===== config.mk =====
export PLATFORM = sky130hd
export DESIGN_NAME = e1_error_count_and_slot_monitor
export DESIGN_NICKNAME = d
export VERILOG_FILES = /design/src/logic/e1_err_pkg.sv /design/src/logic/e1_error_count_and_slot_monitor.sv /design/src/logic/e1_slot_capture.sv
export VERILOG_INCLUDE_DIRS = /design/src /design/src/logic
export SDC_FILE = /design/constraint.sdc
export NUM_CORES = 1
export LEC_CHECK = 0
export ABC_AREA = 1
export ABC_CLOCK_PERIOD_IN_PS = 2200
export BUFFER_PORTS_ARGS = -buffer_cell sky130_fd_sc_hd__buf_4
export CORE_MARGIN = 2
export CORE_UTILIZATION = 61
export DETAILED_ROUTE_END_ITERATION = 8
export PLACE_DENSITY = 0.8
export SYNTH_ARGS = -nofsm -noshare
export SYNTH_HDL_FRONTEND = slang
export SYNTH_SLANG_ARGS = --single-unit

===== constraint.sdc =====
create_clock -name sys_clk -period 2.2 [get_ports sys_clk]
set_input_delay 0.11 -clock sys_clk [delete_from_list [all_inputs] [get_ports sys_clk]]
set_output_delay 0.11 -clock sys_clk [all_outputs]
set_load 0.02 [all_outputs]

===== src/logic/e1_err_params.svh =====
// Offsets, field positions, reset values and timing figures of the error count and slot snoop block
`ifndef E1_ERR_PARAMS_SVH
`define E1_ERR_PARAMS_SVH

`define ADDR_CRC_HIGH_FAS_TOP  8'h02
`define ADDR_CRC_LOW           8'h03
`define ADDR_FAS_LOW_FEBE_TOP  8'h04
`define ADDR_FEBE_LOW          8'h05
`define ADDR_CTRL_FOUR         8'ha8
`define ADDR_TX_SNOOP          8'ha9
`define ADDR_CTRL_FIVE         8'haa
`define ADDR_RX_SNOOP          8'hab

`define SEL_MSB                4
`define SEL_LSB                0
`define FAS_WIDTH              12
`define TEN_WIDTH              10
`define FAS_MAX                12'hfff
`define TEN_MAX                12'h3ff
`define CTRL_RESET             8'h00
`define SNOOP_RESET            8'h00
`define LAST_BIT_IDX           3'h7

`define CLK_MHZ                100
`define SLOW_INTERVAL_US       1000000
`define FAST_INTERVAL_US       62500
`define SLOW_INTERVAL_CYCLES   (`SLOW_INTERVAL_US * `CLK_MHZ)
`define FAST_INTERVAL_CYCLES   (`FAST_INTERVAL_US * `CLK_MHZ)

`endif


===== src/logic/e1_err_pkg.sv =====
// Types shared by the error count and slot snoop block
`default_nettype none
package e1_err_pkg;
	typedef logic [11:0] count12_t;
	typedef logic [4:0]  slot_t;
	typedef logic [7:0]  byte_t;
	typedef enum logic {INTERVAL_SLOW, INTERVAL_FAST} interval_e;
endpackage : e1_err_pkg
`default_nettype wire


===== src/logic/e1_error_count_and_slot_monitor.sv =====
// Error counters, interval latching, slot snoop and byte-wide register port
`default_nettype none
`include "e1_err_params.svh"

// Functional notes
// - Far-end count 10 bits over 0x04/0x05
// - 0x04 bits 7..2 hold frame-error low six
// - 12-bit count of errored alignment words
// - No frame-error counting while sync lost
// - No frame-error counting while hunting alignment
// - Frame-error counter holds 4000 without saturating
// - Frame-error top six in 0x02 bits 7..2
// - 0x02 bits 1..0 hold checksum count top
// - Monitor one transmit and one receive slot
// - 0xa8 select picks transmit slot into 0xa9
// - 0xaa select picks receive slot into 0xab
// - Transmit snoop bit 7 is first sent
// - Receive snoop bit 7 is first received
// - Latch counts each interval; saturate, never wrap
// - Far-end counts zero E-bits, pauses on sync loss
module e1_error_count_and_slot_monitor #(
	parameter int unsigned SLOW_CYCLES = `SLOW_INTERVAL_CYCLES,
	parameter int unsigned FAST_CYCLES = `FAST_INTERVAL_CYCLES
) (
	input  wire logic                sys_clk,
	input  wire logic                rstn,
	input  wire logic [7:0]          busAddr,
	input  wire logic [7:0]          busWrData,
	input  wire logic                busWr,
	input  wire logic                busRd,
	output logic [7:0]               busRdData,
	input  wire logic                fastInterval,
	input  wire logic                receive_sync_lost,
	input  wire logic                alignHunt,
	input  wire logic                casHunt,
	input  wire logic                crcHunt,
	input  wire logic                frameAlignErr,
	input  wire logic                crcErr,
	input  wire logic                eBitValid,
	input  wire logic                eBit,
	input  wire logic                txBitValid,
	input  wire logic                txBit,
	input  wire e1_err_pkg::slot_t   txBitSlot,
	input  wire logic [2:0]          txBitIdx,
	input  wire logic                rxBitValid,
	input  wire logic                rxBit,
	input  wire e1_err_pkg::slot_t   rxBitSlot,
	input  wire logic [2:0]          rxBitIdx,
	output logic                     intervalTick
);
	////////////////////////////////////////////////////////////////////////////////
	// Saturating increment shared by all counters

	function automatic e1_err_pkg::count12_t satInc(
		input e1_err_pkg::count12_t cnt,
		input e1_err_pkg::count12_t maxVal,
		input logic                 inc
	);
		if (inc && (cnt != maxVal)) begin
			satInc = e1_err_pkg::count12_t'(cnt + 12'h001);
		end else begin
			satInc = cnt;
		end
	endfunction : satInc

	// Pairs six count bits with the top two bits of a ten-bit count in one byte
	function automatic e1_err_pkg::byte_t packShared(
		input logic [5:0] sixBits,
		input logic [1:0] topTwo
	);
		packShared = {sixBits, topTwo};
	endfunction : packShared

	// Write strobe decode for one register address
	function automatic logic wrHit(
		input logic       wr,
		input logic [7:0] addr,
		input logic [7:0] target
	);
		wrHit = wr && (addr == target);
	endfunction : wrHit

	////////////////////////////////////////////////////////////////////////////////
	// Interval timer

	e1_err_pkg::interval_e intervalMode;
	logic [31:0]           timer_r;
	logic [31:0]           timer_nxt;
	logic                  tick_r;
	logic                  tick_nxt;

	// Thirty-two bits keep the one-second cycle count at the system clock in range
	assign intervalMode = fastInterval ? e1_err_pkg::INTERVAL_FAST : e1_err_pkg::INTERVAL_SLOW;

	always_comb begin
		logic [31:0] limit;
		limit = 32'h0;
		case (intervalMode)
			e1_err_pkg::INTERVAL_FAST: limit = FAST_CYCLES - 1;
			e1_err_pkg::INTERVAL_SLOW: limit = SLOW_CYCLES - 1;
			default:                   limit = SLOW_CYCLES - 1;
		endcase
		tick_nxt  = 1'b0;
		timer_nxt = 32'(timer_r + 32'h1);
		// Switching to the short interval mid-count ends the current interval at once if the count is at or past the short limit, else at that limit
		if (timer_r >= limit) begin
			timer_nxt = 32'h0;
			tick_nxt  = 1'b1;
		end
	end

	always_ff @(posedge sys_clk or negedge rstn) begin
		if (!rstn) begin
			timer_r <= 32'h0;
			tick_r  <= 1'b0;
		end else begin
			timer_r <= timer_nxt;
			tick_r  <= tick_nxt;
		end
	end

	////////////////////////////////////////////////////////////////////////////////
	// Running counters and latched counts

	e1_err_pkg::count12_t fasRun_r;
	e1_err_pkg::count12_t fasRun_nxt;
	e1_err_pkg::count12_t crcRun_r;
	e1_err_pkg::count12_t crcRun_nxt;
	e1_err_pkg::count12_t febeRun_r;
	e1_err_pkg::count12_t febeRun_nxt;
	e1_err_pkg::count12_t fasHold_r;
	e1_err_pkg::count12_t fasHold_nxt;
	e1_err_pkg::count12_t crcHold_r;
	e1_err_pkg::count12_t crcHold_nxt;
	e1_err_pkg::count12_t febeHold_r;
	e1_err_pkg::count12_t febeHold_nxt;
	logic                 fasCount;
	logic                 crcCount;
	logic                 febeCount;
	logic                 crcLevelLoss;

	always_comb begin
		crcLevelLoss = receive_sync_lost || crcHunt;
		fasCount     = frameAlignErr && !receive_sync_lost
			&& !alignHunt && !casHunt && !crcHunt;
		crcCount     = crcErr && !crcLevelLoss;
		febeCount    = eBitValid && !eBit && !crcLevelLoss;
		if (tick_r) begin
			// An event on the latching edge already counts into the next interval
			fasRun_nxt   = satInc(12'h000, `FAS_MAX, fasCount);
			crcRun_nxt   = satInc(12'h000, `TEN_MAX, crcCount);
			febeRun_nxt  = satInc(12'h000, `TEN_MAX, febeCount);
		end else begin
			// 12 bits reach 4095, above the 4000 worst case, yet still clamp
			fasRun_nxt   = satInc(fasRun_r, `FAS_MAX, fasCount);
			crcRun_nxt   = satInc(crcRun_r, `TEN_MAX, crcCount);
			febeRun_nxt  = satInc(febeRun_r, `TEN_MAX, febeCount);
		end
	end

	always_ff @(posedge sys_clk or negedge rstn) begin
		if (!rstn) begin
			fasRun_r   <= 12'h000;
			crcRun_r   <= 12'h000;
			febeRun_r  <= 12'h000;
		end else begin
			fasRun_r   <= fasRun_nxt;
			crcRun_r   <= crcRun_nxt;
			febeRun_r  <= febeRun_nxt;
		end
	end

	////////////////////////////////////////////////////////////////////////////////
	// Latched counts, the host has a whole interval to read them

	always_comb begin
		fasHold_nxt  = fasHold_r;
		crcHold_nxt  = crcHold_r;
		febeHold_nxt = febeHold_r;
		if (tick_r) begin
			fasHold_nxt  = fasRun_r;
			crcHold_nxt  = crcRun_r;
			febeHold_nxt = febeRun_r;
		end
	end

	always_ff @(posedge sys_clk or negedge rstn) begin
		if (!rstn) begin
			fasHold_r  <= 12'h000;
			crcHold_r  <= 12'h000;
			febeHold_r <= 12'h000;
		end else begin
			fasHold_r  <= fasHold_nxt;
			crcHold_r  <= crcHold_nxt;
			febeHold_r <= febeHold_nxt;
		end
	end

	////////////////////////////////////////////////////////////////////////////////
	// Control registers

	logic [7:0] ctrlFour_r;
	logic [7:0] ctrlFour_nxt;
	logic [7:0] ctrlFive_r;
	logic [7:0] ctrlFive_nxt;

	// All eight bits are kept for readback; only bits 4..0 act inside this block
	always_comb begin
		ctrlFour_nxt = ctrlFour_r;
		ctrlFive_nxt = ctrlFive_r;
		if (wrHit(busWr, busAddr, `ADDR_CTRL_FOUR)) begin
			ctrlFour_nxt = busWrData;
		end
		if (wrHit(busWr, busAddr, `ADDR_CTRL_FIVE)) begin
			ctrlFive_nxt = busWrData;
		end
	end

	always_ff @(posedge sys_clk or negedge rstn) begin
		if (!rstn) begin
			ctrlFour_r <= `CTRL_RESET;
			ctrlFive_r <= `CTRL_RESET;
		end else begin
			ctrlFour_r <= ctrlFour_nxt;
			ctrlFive_r <= ctrlFive_nxt;
		end
	end

	////////////////////////////////////////////////////////////////////////////////
	// Slot snoop, one per direction, independent selects

	e1_err_pkg::slot_t txSelect;
	e1_err_pkg::slot_t rxSelect;
	logic [7:0]        txSnoop;
	logic [7:0]        rxSnoop;

	// Code is channel minus one, which equals the timeslot number
	assign txSelect = ctrlFour_r[`SEL_MSB:`SEL_LSB];
	assign rxSelect = ctrlFive_r[`SEL_MSB:`SEL_LSB];

	// The two directions come from separate streams and never share a select
	e1_slot_capture txCapture (
		.sys_clk    (sys_clk),
		.rstn       (rstn),
		.bitValid   (txBitValid),
		.bitData    (txBit),
		.bitSlot    (txBitSlot),
		.bitIdx     (txBitIdx),
		.slotSelect (txSelect),
		.snoop      (txSnoop)
	);

	e1_slot_capture rxCapture (
		.sys_clk    (sys_clk),
		.rstn       (rstn),
		.bitValid   (rxBitValid),
		.bitData    (rxBit),
		.bitSlot    (rxBitSlot),
		.bitIdx     (rxBitIdx),
		.slotSelect (rxSelect),
		.snoop      (rxSnoop)
	);

	////////////////////////////////////////////////////////////////////////////////
	// Read port

	logic [7:0] rdData_r;
	logic [7:0] rdData_nxt;

	// Read data is a register: it answers one edge after the strobe and then holds
	// until the next read, even while the counts behind it move on
	always_comb begin
		rdData_nxt = rdData_r;
		if (busRd) begin
			case (busAddr)
				`ADDR_CRC_HIGH_FAS_TOP: rdData_nxt = packShared(fasHold_r[11:6], crcHold_r[9:8]);
				`ADDR_CRC_LOW:          rdData_nxt = crcHold_r[7:0];
				`ADDR_FAS_LOW_FEBE_TOP: rdData_nxt = packShared(fasHold_r[5:0], febeHold_r[9:8]);
				`ADDR_FEBE_LOW:         rdData_nxt = febeHold_r[7:0];
				`ADDR_CTRL_FOUR:        rdData_nxt = ctrlFour_r;
				`ADDR_TX_SNOOP:         rdData_nxt = txSnoop;
				`ADDR_CTRL_FIVE:        rdData_nxt = ctrlFive_r;
				`ADDR_RX_SNOOP:         rdData_nxt = rxSnoop;
				// Unmapped addresses read as zero
				default:                rdData_nxt = 8'h00;
			endcase
		end
	end

	always_ff @(posedge sys_clk or negedge rstn) begin
		if (!rstn) begin
			rdData_r <= 8'h00;
		end else begin
			rdData_r <= rdData_nxt;
		end
	end

	assign busRdData    = rdData_r;
	assign intervalTick = tick_r;
endmodule : e1_error_count_and_slot_monitor
`default_nettype wire


===== src/logic/e1_slot_capture.sv =====
// Captures one selected timeslot of a serial stream as a whole byte per frame
`default_nettype none
`include "e1_err_params.svh"
module e1_slot_capture (
	input  wire logic                sys_clk,
	input  wire logic                rstn,
	input  wire logic                bitValid,
	input  wire logic                bitData,
	input  wire e1_err_pkg::slot_t   bitSlot,
	input  wire logic [2:0]          bitIdx,
	input  wire e1_err_pkg::slot_t   slotSelect,
	output logic [7:0]               snoop
);
	logic [7:0] shift_r;
	logic [7:0] shift_nxt;
	logic [7:0] snoop_r;
	logic [7:0] snoop_nxt;
	logic       hit;

	always_comb begin
		hit       = bitValid && (bitSlot == slotSelect);
		shift_nxt = shift_r;
		snoop_nxt = snoop_r;
		if (hit) begin
			// First bit on the wire ends up in bit 7
			shift_nxt = {shift_r[6:0], bitData};
			// Only a complete byte is published, so a read never sees a half-filled slot
			if (bitIdx == `LAST_BIT_IDX) begin
				snoop_nxt = {shift_r[6:0], bitData};
			end
		end
	end

	always_ff @(posedge sys_clk or negedge rstn) begin
		if (!rstn) begin
			shift_r <= `SNOOP_RESET;
			snoop_r <= `SNOOP_RESET;
		end else begin
			shift_r <= shift_nxt;
			snoop_r <= snoop_nxt;
		end
	end

	assign snoop = snoop_r;
endmodule : e1_slot_capture
`default_nettype wire


==> results.toml, run 1 <==
[global_routing]
gr-total-overflow = 0
grt_pass1_wl_mm = 30.6
grt_pass1_vias = 6644
grt_max_degree = 61
antenna_found_initial = 0
grt_use_total_pct = 26.6

[power]
pwr-share-comb_pct = 6.0
p_sw_share_pct = 22.4
p_switching_mw = 1.29
ir_drop_v = 0.000574
p_leak_nw = 4.52
clockPowerShare_pct = 43.3
p_per_area_mw_per_mm2 = 607
power.internal_mw = 4.48
p_seq_share_pct = 50.7

[hold_path]
hp-start = "casHunt"
min_to = "fasRun_r[0]$_DFFE_PN0P_"
worstHoldPathCells = 4
min-delay-path-class = "primary input to flop"

[setup_path]
worstRegToRegCells = 6
worstReg2RegStart = "ctrlFour_r[4]$_DFFE_PN0P_"
startpoint_type = "flop"
worstPathMaxFanout = 16
crit_type = "flop to flop"
worstReg2RegEnd = "txCapture.snoop[1]$_DFFE_PN0P_"
worstPathRequired_ns = 2.49
cp-end-kind = "flop"
r2r_setup_slack_ns = 0.32
arrival_ns = 2.17

[timing]
clock_skew_ns = 0.00855
period_share_pct = 85.4
tns_ns = 0
rsz0062_at_grt = "false"
finalSetupViolCount = 0
tightest_slew_ns = 0.695
max_freq_ghz = 0.532
max_slew_margin_pct = 53.7
period_needed_ns = 1.88
slew_violations = 0
hold_viol = 0

[synthesis]
yosysWarnings = 0
synth_largest_area_cell = "dfrtp_1"
netlist_top_cells_count = "nand2_1 (294), dfrtp_1 (155), inv_1 (124)"
synthArstFlopShare_pct = 100
yosysMostFrequentCell = "nand2_1"
synth_edf_count = 0
ys_seq_area_share_pct = 47.2
avgSynthCellArea_um2 = 7.73
ys_ff_latch = 155
syn_inst = 1063
ys.flop_type = "dfrtp_1"
synth.distinct_cells = 43
syn-cell-area_mm2 = 0.00822
synthTopCellsByArea = "dfrtp_1 (47%), nand2_1 (13%), inv_1 (5.7%)"
synth_top_area_share_pct = 47.2

[route]
dr.pass1.iters = 4
drt_iter0_drc = 650
wirelength_mm = 18.2
drc = 0
wl_per_cell_um = 13.7
drtAntennaViolNets = 0
num_vias = 7003
vias_per_cell = 5.29

[cells_and_area]
area_growth_pct = 15.6
fillers = 1027
nNetsFinal = 1211
multi_input_area_mm2 = 0.00372
drive_gt1_share_pct = 12.2
ff_latch_area_mm2 = 0.00388
layout.cells.non_filler = 1325
diodes = 0
fin_util_pct = 72.0

[clocking]
worstSkewPairLatency_ns = 0.42
cts_root_buffer = "clkbuf_16"
cts.sinks = 155
htree_levels = 4
cts_tree = "done"
path_clk_slew_ns = 0.06
ctsResizeCount = 0
clockBufferDepth = 2
ctsHoldBuffers = 12
post_cts_buffers = 0
cts_buffers = 17

[floorplanning]
fp.coreArea_mm2 = 0.0132
die_height_um = 120
rows = 42
fp.dieW_um = 120
initial_core_util_pct = 62.3
io_pins = 58
die-area_mm2 = 0.0144

[placed_design]
port_buffers = 57
gp_congestion = 0.907
hpwl_mm = 12.9
place_inst = 1287

[flow_run]
cap_violations = 0

[status]
status = "complete, no violations"
==> metal layers <==
metal	GRT usage [%]	wire [um]	vias to the layer above	share of wire, %
met3	6.04	1080	25	6.0
met2	42.3	8360	191	46
met1	36.8	8410	3230	46
met4	8.16	295	0	1.6
met5	0	0	-	0
li1	-	-	3557	-
==> sequential cells by signal (all words and copies together), names as in the netlist <==
name / cells
timer_r: 32
intervalTick: 1
fasHold_r: 12
txCapture.shift_r: 7
rxCapture.snoop: 8
crcHold_r: 10
txCapture.snoop: 8
crcRun_r: 12
ctrlFour_r: 8
busRdData: 8
rxCapture.shift_r: 7
fasRun_r: 12
ctrlFive_r: 8
febeHold_r: 10
febeRun_r: 12
==> power groups by stage <==
| stage | combinational [mW] | clock, mW | sequential, mW |
|---|---|---|---|
| floorplan | 0.145 | 0 | 2.97 |
| global placement | 0.323 | 0 | 2.97 |
| detailed placement | 0.330 | 0 | 2.97 |
| CTS | 0.349 | 2.53 | 2.93 |
| global route | 0.390 | 2.65 | 2.93 |
| finish | 0.346 | 2.50 | 2.93 |
==> placed cells by master (no fill, tap or decap), types with 16 or more instances in the layout <==
cell type  Yosys  final
nor2_1       110    110
nand2_1      294    294
ha_1          20     20
nand4_1       20     20
xor2_1        19     19
dfrtp_1      155    155
nor3_1        24     24
nand3_1       85     85
o21ai_0       91     91
inv_1        124    124
clkbuf_16      0     17
buf_4          2     66
o21ai_2       16     16
==> area by class of cell <==
type                    instances  area share, %
inverters                     129           5.11
flip-flops and latches        155           40.8
multi-input cells             756           39.2
clock inverters                 5          0.263
well taps                     176           2.32
repair buffers                 83           7.44
clock buffers                  21           4.85
==> worst max-delay path: stages (launching register included) <==
cell and delay [ns]:
dfrtp_1 0.40, xor2_1 0.17, nor2_1 0.14, nand3_2 0.25, or2_1 0.53, nand2_1 0.18, o21ai_2 0.07
==> worst max path at each step <==
stage | startpoint | depth (start not counted) | to
after floorplan | timer_r[15]$_DFF_PN0_ | 11 | timer_r[24]$_DFF_PN0_
after global placement | ctrlFour_r[4]$_DFFE_PN0P_ | 6 | txCapture.snoop[1]$_DFFE_PN0P_
after detailed placement | ctrlFour_r[4]$_DFFE_PN0P_ | 6 | txCapture.snoop[1]$_DFFE_PN0P_
after CTS | ctrlFour_r[4]$_DFFE_PN0P_ | 6 | txCapture.snoop[1]$_DFFE_PN0P_
after global routing | fasRun_r[0]$_DFFE_PN0P_ | 9 | fasRun_r[3]$_DFFE_PN0P_
final | ctrlFour_r[4]$_DFFE_PN0P_ | 6 | txCapture.snoop[1]$_DFFE_PN0P_
==> kinds of logic (layout without fill, tap and decap cells) <==
kind of cell,count (synthesis),in the layout,share of synthesized area [%]
AOI/OAI and AO/OA,140,140,9.47
buffers and inverters,155,238,7.63
other,1,4,0.0456
and+or+nand+nor,564,564,29.6
DFF,155,155,47.2
xor gates and xnor gates,28,28,2.98
adders and majority gates,20,20,3.04
==> through the flow <==
| step | hold slack [ns] | setup slack, ns | power (mW) | area, um2 |
|---|---|---|---|---|
| floorplan | -0.186 | 0.554 | 3.11 | 8230 |
| global placement | 0.0816 | 0.434 | 3.30 | 8900 |
| detailed placement | 0.0766 | 0.350 | 3.30 | 8900 |
| CTS | 0.0246 | 0.331 | 5.81 | 9500 |
| global route | 0.0480 | 0.156 | 5.97 | 9500 |
| finish | 0.0302 | 0.321 | 5.77 | 9500 |
Power figures use the tool's default switching activity.
==> run 2, diff against run 1 <==
--- a/config.mk
+++ b/config.mk
@@ -6,13 +6,13 @@
 export SDC_FILE = /design/constraint.sdc
 export NUM_CORES = 1
 export LEC_CHECK = 0
-export ABC_AREA = 1
 export ABC_CLOCK_PERIOD_IN_PS = 2200
 export BUFFER_PORTS_ARGS = -buffer_cell sky130_fd_sc_hd__buf_4
 export CORE_MARGIN = 2
-export CORE_UTILIZATION = 61
+export CORE_UTILIZATION = 60
 export DETAILED_ROUTE_END_ITERATION = 8
 export PLACE_DENSITY = 0.8
 export SYNTH_ARGS = -nofsm -noshare
 export SYNTH_HDL_FRONTEND = slang
 export SYNTH_SLANG_ARGS = --single-unit
+export TNS_END_PERCENT = 30
==> run 2 against run 1 <==
Via count fell by 17%. Clock skew fell by 0.0026 ns. Count of clock-buffer cells in the layout rose by 2. Critical path depth rose by 1. Worst setup slack got worse by 0.33 ns. Total power rose by 6.4%. Sequential power barely moved. The run now ends with setup timing left. Critical endpoint is now timer_r[2]$_DFF_PN0_. Synthesized cell count fell by 36%. Global-route usage rose by 1.3 points. Highest routed layer unchanged. Core utilization rose by 2.3 points.
==> results.toml, run 2 <==
[floorplanning]
initial_core_util_pct = 61.8
rows = 41
die_height_um = 118
fp.coreArea_mm2 = 0.0127
io_pins = 58
fp.dieW_um = 118
die-area_mm2 = 0.0140

[cells_and_area]
design_area_mm2 = 0.00942
largest_register_ffs = 32
fin_util_pct = 74.3
final_common_cell = "dfrtp_1"
layout_common_cells = "dfrtp_1 (154), buf_4 (82), mux2_2 (79), nor2_1 (47), xor2_1 (39)"
diodes = 0
drive_gt1_share_pct = 31.3
regMostFlops = "timer_r"
nNetsFinal = 836
area_growth_pct = 20.3

[route]
vias_per_cell = 6.08
wl_per_cell_um = 19.1
drc = 0
num_vias = 5786
drt_iter0_drc = 417
dr.pass1.iters = 4
drtAntennaViolNets = 0
wirelength_mm = 18.2

[timing]
timing.final.ws_setup_ns = -0.00449
period_needed_ns = 2.20
tns_ns = -0.00449
max_slew_margin_pct = 58.4
finalSetupViolCount = 1
hold_viol = 0
period_share_pct = 100
rsz0062_at_grt = "true"
tightest_slew_ns = 0.620
max_freq_ghz = 0.454
clock_skew_ns = 0.00590
slew_violations = 0

[global_routing]
grt_max_degree = 69
grt_pass1_wl_mm = 30.7
gr-total-overflow = 0
grt_use_total_pct = 28.0
antenna_found_initial = 0
grt_pass1_vias = 6131

[synthesis]
synthArstFlopShare_pct = 100
ys_seq_area_share_pct = 49.5
synth_largest_area_cell = "dfrtp_1"
syn_inst = 677
yosysMostFrequentCell = "dfrtp_1"
yosysWarnings = 0
synth_top_area_share_pct = 49.5
ys.flop_type = "dfrtp_1"
synth.distinct_cells = 63
ys_ff_latch = 155
syn-cell-area_mm2 = 0.00783
synthTopCellsByArea = "dfrtp_1 (50%), mux2_2 (11%), xor2_1 (4.4%)"
synth_edf_count = 0
netlist_top_cells_count = "dfrtp_1 (155), mux2_2 (79), nor2_1 (47)"
avgSynthCellArea_um2 = 11.6

[placed_design]
port_buffers = 57
hpwl_mm = 11.9
dp_slack_ns = -0.0912
gp_congestion = 0.841
place_area_mm2 = 0.00857

[flow_run]
cap_violations = 0

[power]
p_per_area_mw_per_mm2 = 652
p_leak_nw = 4.20
ir_drop_v = 0.000606

[setup_path]
path_delay_family = "simple AND/OR/NAND/NOR gates"
critPathSlowestCell = "or4_1"
cpPeakStageDelay_ns = 0.49
startpoint_type = "flop"
crit_type = "flop to flop"
cp-end-kind = "flop"
worstPathRequired_ns = 2.54
arrival_ns = 2.54
cp_num_buf_inv = 1
worstPathMaxFanout = 11
path_cells = "ha_4 > a21oi_2 > o22ai_1 > or4_1 > o311a_4 > buf_6 > nor3_1"

[status]
status = "finished with violations"
violations = "setup timing"

[clocking]
clockBufferDepth = 2
cts.sinks = 155
cts_tree = "done"
cts_buffers = 17
cts_root_buffer = "clkbuf_16"
worstSkewPairLatency_ns = 0.43
path_clk_slew_ns = 0.06
htree_levels = 4

[hold_path]
min-delay-path-class = "primary input to flop"
-- run 2: worst paths after layout --
path,cells past startpoint,slack [ns],from,to
min in group asynchronous,2,0.20,rstn,febeHold_r[1]$_DFFE_PN0P_
max in group asynchronous,3,1.32,rstn,intervalTick$_DFF_PN0_
worst min-delay path,3,0.05,frameAlignErr,fasRun_r[8]$_DFFE_PN0P_
worst min register to register,1,0.51,timer_r[0]$_DFF_PN0_,timer_r[0]$_DFF_PN0_
worst max register to register,7,-0.004,timer_r[11]$_DFF_PN0_,timer_r[2]$_DFF_PN0_
worst max-delay path,7,-0.004,timer_r[11]$_DFF_PN0_,timer_r[2]$_DFF_PN0_
-- run 2: cells by family (layout without fill, tap and decap cells) --
family | count (synthesis) | in the layout | synth area share (%)
simple gates | 227 | 227 | 17.5
flops | 155 | 155 | 49.5
mux | 88 | 88 | 13.2
compound gates | 78 | 78 | 6.74
xor+xnor | 61 | 61 | 6.82
buf+inv | 47 | 147 | 3.00
fa+ha+maj | 20 | 20 | 3.20
other cells | 1 | 4 | 0.0479
-- run 2: cell type report --
type                            instances  area (um2)
Sequential cell                       155        3880
Clock inverter                          9        87.6
Timing Repair Buffer                  100         833
Fill cell                             863        3250
Clock buffer                           23         488
Multi-Input combinational cell        478        3860
Tap cell                              172         215
Inverter                               15        56.3
-- run 2: timing repair --
| action | 4_1_cts | 5_1_grt |
|---|---|---|
| buffers inserted | 0 | 2 |
| pin swaps | 2 | 1 |
| endpoints found under the hold margin | 79 | 0 |
| gates resized for setup | 10 | 10 |
| hold buffers | 12 | 0 |
| setup endpoints to repair | 27 | 34 |
-- run 2: power breakdown --
| part | switching [mW] | leakage, nW | internal, mW |
|---|---|---|---|
| logic | 0.189 | 1.79 | 0.170 |
| clock network | 1.17 | 0.272 | 1.68 |
| registers | 0.0397 | 2.14 | 2.90 |
-- run 2: per-stage QoR --
stage | instances | power, mW | hold WS [ns]
after floorplan | 680 | 3.12 | -0.186
after global placement | 906 | 3.30 | 0.0961
after detailed placement | 906 | 3.31 | 0.103
after CTS | 950 | 6.17 | 0.0442
after global routing | 952 | 6.37 | 0.0499
final | 952 | 6.14 | 0.0496
-- run 2: layer usage --
layer	wire, um	vias to the layer above	track usage [%]
met5	0	-	0
met4	661	0	12.2
met3	638	52	7.00
met2	9580	127	47.9
met1	7280	2939	33.4
li1	-	2668	-
-- run 2: tightest hold or removal path: stages --
cell and delay, ns:
buf_4 0.08, and2_1 0.14, a311oi_1 0.10
